### src/adc_wait_pkg.sv
// Constants for the converter register access wait generator
package adc_wait_pkg;
    // Converter register selectors on the CPU side
    localparam logic [3:0] SEL_NONE = 4'h0;
    localparam logic [3:0] SEL_CONV_MODE = 4'h1;
    localparam logic [3:0] SEL_CHANNEL_SELECT = 4'h2;
    localparam logic [3:0] SEL_PORT_CFG_0 = 4'h3;
    localparam logic [3:0] SEL_PORT_CFG_1 = 4'h4;
    localparam logic [3:0] SEL_RESULT = 4'h5;
    localparam logic [3:0] SEL_RESULT_HIGH = 4'h6;
    localparam logic [3:0] SEL_RESULT_LOW = 4'h7;
    localparam logic [3:0] SEL_RESULT_X0 = 4'h8;
    localparam logic [3:0] SEL_RESULT_X1 = 4'h9;
    localparam logic [3:0] SEL_RESULT_X0_LOW = 4'hA;
    localparam logic [3:0] SEL_RESULT_X1_LOW = 4'hB;
    // Conversion clock divisor codes: peripheral clock divided by 1,2,3,4,6,8,12
    localparam logic [2:0] DIV_1 = 3'h0;
    localparam logic [2:0] DIV_2 = 3'h1;
    localparam logic [2:0] DIV_3 = 3'h2;
    localparam logic [2:0] DIV_4 = 3'h3;
    localparam logic [2:0] DIV_6 = 3'h4;
    localparam logic [2:0] DIV_8 = 3'h5;
    localparam logic [2:0] DIV_12 = 3'h6;
    // CPU clock ratio codes: main clock divided by 2^code, code 0..4
    localparam logic [2:0] CPU_DIV_MAX = 3'h4;
    // Stall factor and rounding
    localparam int unsigned WAIT_FACTOR = 2;
    localparam int unsigned FRAC_BITS = 4;
    localparam logic [3:0] HALF_FRAC = 4'h8;
    localparam int unsigned WAIT_W = 6;
    localparam logic [5:0] WAIT_MIN = 6'h01;
endpackage : adc_wait_pkg

### src/adc_register_access_wait.sv
// Wait request generator for CPU accesses to the converter register set
`timescale 1ns/10ps

////////////////////////////////////////////////////////////////////////////////
// Notes on behaviour
// - Writes to mode, channel-select or port-config registers and reads of any result register stall the CPU.
// - The stall in CPU clocks is twice the CPU clock over the conversion clock.
// - A fraction of one half or less is dropped and more than one half rounds up.
// - Conversion clock divisors 1, 2, 3, 4, 6, 8 and 12 of the peripheral clock are all accepted.
// - With a shared source clock the stall spans 1-4,1-6,1-8,1-12,1-16,1-24 for divisors 2,3,4,6,8,12.
// - Longest stall at full CPU speed and slowest conversion clock, shortest at CPU/16 and fastest.
// - The tabulated ranges hold only for a shared source; other pairings use the computation.
module adc_register_access_wait (
    input wire logic i_sys_clk,
    input wire logic i_reset,
    input wire logic i_access,
    input wire logic i_write,
    input wire logic [3:0] i_reg_sel,
    input wire logic [2:0] i_conv_div,
    input wire logic [2:0] i_cpu_div,
    input wire logic i_periph_clk_run,
    output logic o_wait_req,
    output logic o_access_done,
    output logic o_stopped_clk_err
);
    import adc_wait_pkg::*;

    typedef enum logic [1:0] {
        ST_IDLE = 2'b00,
        ST_WAIT = 2'b01
    } state_t;

    state_t state_q;
    state_t state_d;
    logic [5:0] count_q;
    logic [5:0] count_d;
    logic wait_q;
    logic done_q;
    logic err_q;
    logic [5:0] calc_wait;

    ////////////////////////////////////////////////////////////////////////////
    // Access decode
    wire is_ctrl_reg = (i_reg_sel == SEL_CONV_MODE) || (i_reg_sel == SEL_CHANNEL_SELECT)
        || (i_reg_sel == SEL_PORT_CFG_0) || (i_reg_sel == SEL_PORT_CFG_1);
    wire is_result_reg = (i_reg_sel >= SEL_RESULT) && (i_reg_sel <= SEL_RESULT_X1_LOW);
    wire stall_access = i_access && ((i_write && is_ctrl_reg) || (!i_write && is_result_reg));
    // Stopped peripheral clock is the CPU's fault; flag it rather than hang
    wire bad_access = stall_access && !i_periph_clk_run;
    wire start = (state_q == ST_IDLE) && stall_access && i_periph_clk_run;

    // Count follows the formula for any clock pairing, not a fixed table
    adc_wait_calc u_calc (
        .i_conv_div(i_conv_div),
        .i_cpu_div(i_cpu_div),
        .o_wait_cnt(calc_wait)
    );

    ////////////////////////////////////////////////////////////////////////////
    // Sequencer
    always_comb begin
        state_d = state_q;
        count_d = count_q;
        case (state_q)
            ST_IDLE: begin
                if (start) begin
                    state_d = ST_WAIT;
                    count_d = calc_wait;
                end
            end
            ST_WAIT: begin
                count_d = 6'(count_q - 6'h01);
                if (count_q == WAIT_MIN) begin
                    state_d = ST_IDLE;
                end
            end
            default: begin
                state_d = ST_IDLE;
                count_d = '0;
            end
        endcase
    end

    // Wait stands exactly calc_wait cycles, then one done pulse
    wire wait_d = (state_d == ST_WAIT);
    wire done_d = (state_q == ST_WAIT) && (state_d == ST_IDLE);

    always_ff @(posedge i_sys_clk) begin
        if (i_reset) begin
            state_q <= ST_IDLE;
            count_q <= '0;
            wait_q <= 1'b0;
            done_q <= 1'b0;
            err_q <= 1'b0;
        end else begin
            state_q <= state_d;
            count_q <= count_d;
            wait_q <= wait_d;
            done_q <= done_d;
            err_q <= bad_access;
        end
    end

    assign o_wait_req = wait_q;
    assign o_access_done = done_q;
    assign o_stopped_clk_err = err_q;
endmodule : adc_register_access_wait

### src/adc_wait_calc.sv
// Stall count calculator: 2 * f_cpu / f_conv, rounded at one half
`timescale 1ns/10ps
module adc_wait_calc (
    input wire logic [2:0] i_conv_div,
    input wire logic [2:0] i_cpu_div,
    output logic [5:0] o_wait_cnt
);
    import adc_wait_pkg::*;

    // f_cpu/f_conv = div_conv / 2^cpu_div, so stall = 2*div_conv / 2^cpu_div
    logic [4:0] conv_div_val;
    logic [9:0] scaled;
    logic [9:0] shifted;
    logic [5:0] whole;
    logic [3:0] frac;
    logic [5:0] rounded;

    always_comb begin
        case (i_conv_div)
            DIV_1: conv_div_val = 5'h01;
            DIV_2: conv_div_val = 5'h02;
            DIV_3: conv_div_val = 5'h03;
            DIV_4: conv_div_val = 5'h04;
            DIV_6: conv_div_val = 5'h06;
            DIV_8: conv_div_val = 5'h08;
            DIV_12: conv_div_val = 5'h0C;
            default: conv_div_val = 5'h0C; // Unused code: slowest, safest stall
        endcase
    end

    // Fixed point with four fraction bits, enough for a shift of up to 4
    assign scaled = 10'(conv_div_val * WAIT_FACTOR) << FRAC_BITS;
    assign shifted = scaled >> ((i_cpu_div > CPU_DIV_MAX) ? CPU_DIV_MAX : i_cpu_div);
    assign whole = 6'(shifted >> FRAC_BITS);
    assign frac = shifted[3:0];
    assign rounded = (frac > HALF_FRAC) ? 6'(whole + 6'h01) : whole;
    // A stall never drops under one clock
    assign o_wait_cnt = (rounded < WAIT_MIN) ? WAIT_MIN : rounded;
endmodule : adc_wait_calc

### config.mk
export PLATFORM = sky130hd
export DESIGN_NAME = adc_register_access_wait
export DESIGN_NICKNAME = d
export VERILOG_FILES = /design/src/adc_wait_pkg.sv /design/src/adc_register_access_wait.sv /design/src/adc_wait_calc.sv
export SDC_FILE = /design/constraint.sdc
export NUM_CORES = 1
export LEC_CHECK = 0
export ABC_AREA = 0
export ABC_CLOCK_PERIOD_IN_PS = 6200
export BUFFER_PORTS_ARGS = -buffer_cell sky130_fd_sc_hd__buf_4
export CAP_MARGIN = 25
export CORE_MARGIN = 10
export CORE_UTILIZATION = 50
export CTS_CLUSTER_DIAMETER = 50
export DETAILED_ROUTE_END_ITERATION = 10
export PLACE_DENSITY_LB_ADDON = 0.08
export SKIP_LAST_GASP = 1
export SLEW_MARGIN = 30
export SYNTH_ARGS = -nofsm -noshare
export SYNTH_HDL_FRONTEND = slang
export SYNTH_SLANG_ARGS = --single-unit
export TNS_END_PERCENT = 50
### constraint.sdc
create_clock -name i_sys_clk -period 6.2 [get_ports i_sys_clk]
set_clock_uncertainty 0.1 [all_clocks]
set_input_delay 0.62 -clock i_sys_clk [delete_from_list [all_inputs] [get_ports i_sys_clk]]
set_output_delay 0.62 -clock i_sys_clk [all_outputs]
set_load 0.1 [all_outputs]
; Word level (Yosys, flattened, before mapping)
; Cells that the tools add are included.
[word_totals]
ff_bits = 11
input_bits = 15
[op_classes]
add_sub_neg = 2
magnitude_cmp = 5
eq_ne = 13
shifts = 1
mux = 9
reduce_logical = 17
[ops]
columns = operator, n
row1 = $pmux 4 s6, 1
row2 = $mux 6, 3
row3 = $pmux 6 s2, 1
row4 = $shr 9x3->10, 1
row5 = $eq 4x2->1 const B, 2
row6 = $logic_and 1x1->1, 8
row7 = $add 6x1->6 const B, 1
row8 = $eq 3x2->1 const B, 2
row9 = $eq 3x3->1 const B, 2
row10 = $eq 6x1->1 const B, 1
row11 = $lt 6x1->1 const B, 1
row12 = $sub 6x1->6 const B, 1
row13 = $eq 2x1->1 const B, 2
row14 = $eq 4x1->1 const B, 1
row15 = $eq 4x3->1 const B, 1
row16 = $ge 4x3->1 const B, 1
row17 = $gt 4x4->1 const B, 1
row18 = $le 4x4->1 const B, 1
row19 = $logic_not 2->1, 2
row20 = $logic_or 1x1->1, 4
row21 = $mux 2, 2
row22 = $pmux 2 s2, 1
row23 = $eq 3x1->1 const B, 1
row24 = $gt 3x3->1 const B, 1
row25 = 4 further kinds, 5

; Logic depth before layout (Yosys ltp)
[logic_depth]
ltp_word = 13
mapped_depth = 12
mapped_depth_nobuf = 11

; Modules after synthesis
; From an unflattened synthesis, not the netlist that was laid out.
[hier_totals]
cells_unflattened = 125
hier_area_um2 = 1022.2
[modules_own_cells]
columns = module, n_inst, cells_each, area_each_um2, seq_area_each_um2
row1 = adc_register_access_wait, 1, 77, 693.2, 220.2
row2 = adc_wait_calc, 1, 48, 329.1, 0.0

; Worst setup path after synthesis
; OpenSTA, ideal clock, no wires.
[synth_path]
kind = input-to-reg
startpoint = input port i_conv_div[1]
endpoint = register count_q[2]
setup_time_ns = 0.078
arrival_ns = 2.297
required_ns = 6.022
path_slack_ns = 3.725
stages = 12
path_buffers = 1
cell_sequence = buf_2 > xnor2_1 > nor3_1 > a21oi_1 > o21ai_0 > a211o_1 > ha_1 > nand3_1 > nor4_2 > a31oi_1 > a2111o_1 > a32oi_1
[synth_between]
elab_chain_len = 9
[synth_rtl]
columns = element, line
row1 = "start, declared", adc_register_access_wait.sv:19  ; input wire logic [2:0] i_conv_div,
row2 = $eq 3x3->1 (tied with other cells), adc_wait_calc.sv:19  ; case (i_conv_div)
row3 = $pmux 4 s6 *, adc_wait_calc.sv:19
row4 = $shr 9x3->10 *, adc_wait_calc.sv:33  ; assign shifted = scaled >> ((i_cpu_div > CPU_DIV_MAX) ? CPU_DIV_MAX : i_cpu_div);
row5 = $add 6x1->6 or $gt 4x4->1 (tied branches), adc_wait_calc.sv:36  ; assign rounded = (frac > HALF_FRAC) ? 6'(whole + 6'h01) : whole;
row6 = $mux 6 *, adc_wait_calc.sv:36
row7 = $lt 6x1->1, adc_wait_calc.sv:38  ; assign o_wait_cnt = (rounded < WAIT_MIN) ? WAIT_MIN : rounded;
row8 = $mux 6 *, adc_wait_calc.sv:38
row9 = $mux 6 *, adc_register_access_wait.sv:66  ; if (start) begin
row10 = $pmux 6 s2 *, adc_register_access_wait.sv:64  ; case (state_q)
row11 = "end signal, assigned", adc_register_access_wait.sv:97  ; count_q <= count_d;
row12 = "end, declared", adc_register_access_wait.sv:35  ; logic [5:0] count_q;
; Every way passes the cells marked *; elsewhere a longest branch is shown, timed or not. The select of a mux whose other input is x is not followed.
; A chain may end at the register's enable or synchronous reset.

; Worst setup path in the final report
[layout_path]
startpoint = input port i_conv_div[0]
endpoint = register count_q[2]
; Same word-level chain as after synthesis.

==> flow_summary.json <==
{
  "status": "finished clean",
  "routed_wl_um": 2070,
  "start_kind": "primary input",
  "hold_buffers": 0,
  "grt_pass1_wl_um": 3680,
  "ys_types": 44,
  "netlist_top_cells_area": "dfxtp_1, xnor2_1, nor2_1",
  "synth_edf_count": 0,
  "synth-main-ff-cell": "dfxtp_1",
  "post-cts-setup-buffer-count": 0,
  "die_area_mm2": 0.00387,
  "cpPeakStageDelay_ns": 0.41,
  "die_h_um": 62.2,
  "combPwrFrac_pct": 28.3,
  "clkLatencyLatePin_ns": 0.27,
  "p_seq_share_pct": 43.5,
  "cts_tree": "built",
  "place_congestion": 0.850,
  "layout.cells.non_filler": 157,
  "grt_setup_unrepaired": "no",
  "row_count": 15,
  "synthArstFlopShare_pct": 0,
  "synth_area_per_cell_um2": 7.55,
  "yosys_warnings": 0,
  "setup_violations": 0,
  "slew_viol_final": 0,
  "syn-instance-count": 118,
  "antenna_found_initial": 0,
  "critical-path-slowest-cell": "a2111o_1",
  "syn2layout_area_growth_pct": 17.1,
  "synth_area_um2": 891,
  "finalHoldViolCount": 0,
  "drtPass1Iterations": 4,
  "fin_setup_tns_ns": 0,
  "syn-num-nets": 136,
  "path_class": "in2reg",
  "p_per_area_mw_per_mm2": 165,
  "clockPowerShare_pct": 28.2,
  "rrSetupSlack_ns": 4.55,
  "cp_data_arrival_time_ns": 2.44,
  "portBuffers": 17,
  "h-tree-depth": 1,
  "netSwitchingPower_mw": 0.0523,
  "ys_seq_area_share_pct": 24.7,
  "cts_sinks": 11,
  "netSwitchingFraction_pct": 30.4,
  "cp.required_ns": 6.30,
  "drive_gt1_share_pct": 18.9,
  "initial_core_util_pct": 52.2,
  "ys_ff_latch": 11,
  "core_mm2": 0.00171,
  "ctsLongestPathBuffers": 2,
  "hold_class": "reg2reg",
  "dp_cells": 153,
  "vias_per_cell": 5.73,
  "overflow": 0,
  "drc": 0,
  "max-cap-violations": 0,
  "p_int_mw": 0.120,
  "fp.dieW_um": 62.2,
  "drtIter0Drc": 20,
  "cts_root_buffer": "clkbuf_4",
  "wl_per_cell_um": 13.2,
  "final_antenna_net_count": 0,
  "grt_usage_pct": 11.0,
  "yosys.area.top_type_share_pct": 24.7,
  "fin_crit_ns": 2.35,
  "ioPinCount": 18,
  "post_cts_resized": 0,
  "antenna_cells": 0,
  "ir_worst_vdd_mv": 0.144,
  "final.period_utilization_pct": 37.9,
  "hpwlAfterDp_um": 1600,
  "grt_pass1_vias": 840,
  "grt_max_degree": 15,
  "nets": 151,
  "cp-end-kind": "flip-flop",
  "crit_fanout": 14,
  "cts_made_buffers": 3,
  "worstPathCellList": "buf_4, xnor2_1, nor3_1, a21oi_1, o21ai_0, a211o_1, ha_1, nand3_1, nor4_2, a31oi_1, a2111o_1, a32oi_1",
  "clk_pin_slew_worst_paths_ns": 0.07,
  "vias": 899,
  "p_leak_nw": 0.381,
  "fmax_mhz": 426,
  "synth_top_area_cell": "dfxtp_1"
}
[worst max-delay path, delay by kind of cell]
kind / cells / cell delay, ns
buf+inv: 1 / 0.17
compound gates: 6 / 1.02
simple gates: 3 / 0.36
fa+ha+maj: 1 / 0.15
xor+xnor: 1 / 0.13
[flip-flops by register name, indices dropped and copies added (netlist names)]
register / flops
o_stopped_clk_err: 1
state_q: 2
o_wait_req: 1
o_access_done: 1
count_q: 6
[routing by layer]
metal  vias to the layer above  global-route usage [%]  wire length [um]
li1                        461                       -                 -
met1                       406                    15.1              1090
met2                        32                    16.3               881
met3                         0                    3.94                95
met4                         0                   0.857                 0
met5                         -                       0                 0
[synthesized netlist by cell type (3+ instances only)]
| cell type | number |
|---|---|
| dfxtp_1 | 11 |
| nor2_1 | 11 |
| nand2_1 | 10 |
| a21oi_1 | 7 |
| nor3_1 | 7 |
| xnor2_1 | 7 |
| inv_1 | 4 |
| o21ai_0 | 4 |
| a211o_1 | 3 |
| clkbuf_1 | 3 |
| ha_1 | 3 |
| nand3_1 | 3 |
| nand3b_1 | 3 |
| o21ai_1 | 3 |
[power by group through the flow]
stage          clock (mW)  combinational [mW]  sequential (mW)
6_report           0.0484              0.0486           0.0748
5_1_grt            0.0533              0.0541           0.0752
4_1_cts            0.0499              0.0484           0.0748
3_5_place_dp            0              0.0482           0.0764
3_3_place_gp            0              0.0477           0.0764
2_1_floorplan           0              0.0319           0.0779
[layout by cell type, fill, tap and decap left out, types with 2 or more instances in the layout]
cell and n:
nor2_1 11, or3b_1 2, o21ai_0 4, nand2b_1 2, dfxtp_1 11, nand2_1 10
nor3_1 7, clkbuf_4 3, xnor2_1 7, o32ai_1 2, a31oi_1 2, o21ai_1 3
inv_1 4, nand4_1 2, nand3_1 3, ha_1 3, a21oi_1 7, or2_2 2
nand3b_1 3, a211o_1 3, mux2i_1 2, nor3b_1 2, buf_4 17
[path summary, 6_finish.rpt]
kind	from	endpoint	cells past startpoint
setup / recovery	i_conv_div[0]	count_q[2]	12
hold / removal	count_q[5]	count_q[5]	2
setup reg to reg	state_q[0]	count_q[3]	5
hold reg to reg	count_q[5]	count_q[5]	2
[through the flow]
step	area, um2	setup WS [ns]	utilization, %	hold slack (ns)	power, mW
2_1_floorplan	891	3.73	-	0.347	0.110
3_3_place_gp	1020	3.64	59.6	0.358	0.124
3_5_place_dp	1020	3.57	59.6	0.364	0.125
4_1_cts	1040	3.85	61.1	0.374	0.173
5_1_grt	1040	3.61	61.1	0.415	0.183
6_report	1040	3.85	61.1	0.374	0.172
[cell families after synthesis]
group | after synthesis | share of synthesized area (%)
mux | 2 | 2.25
xor+xnor | 7 | 6.88
compound gates | 30 | 23.0
flops | 11 | 24.7
buf+inv | 11 | 5.34
other cells | 1 | 0.421
fa+ha+maj | 3 | 4.21
simple gates | 53 | 33.1
[area by class of cell]
cell class | count | area, um2
fill | 169 | 664
multi-input combinational | 96 | 623
tap | 25 | 31.3
sequential | 11 | 220
timing repair buffer | 17 | 128
clock buffer | 4 | 26.3
inverter | 4 | 15.0
(Power assumes the default switching activity.)
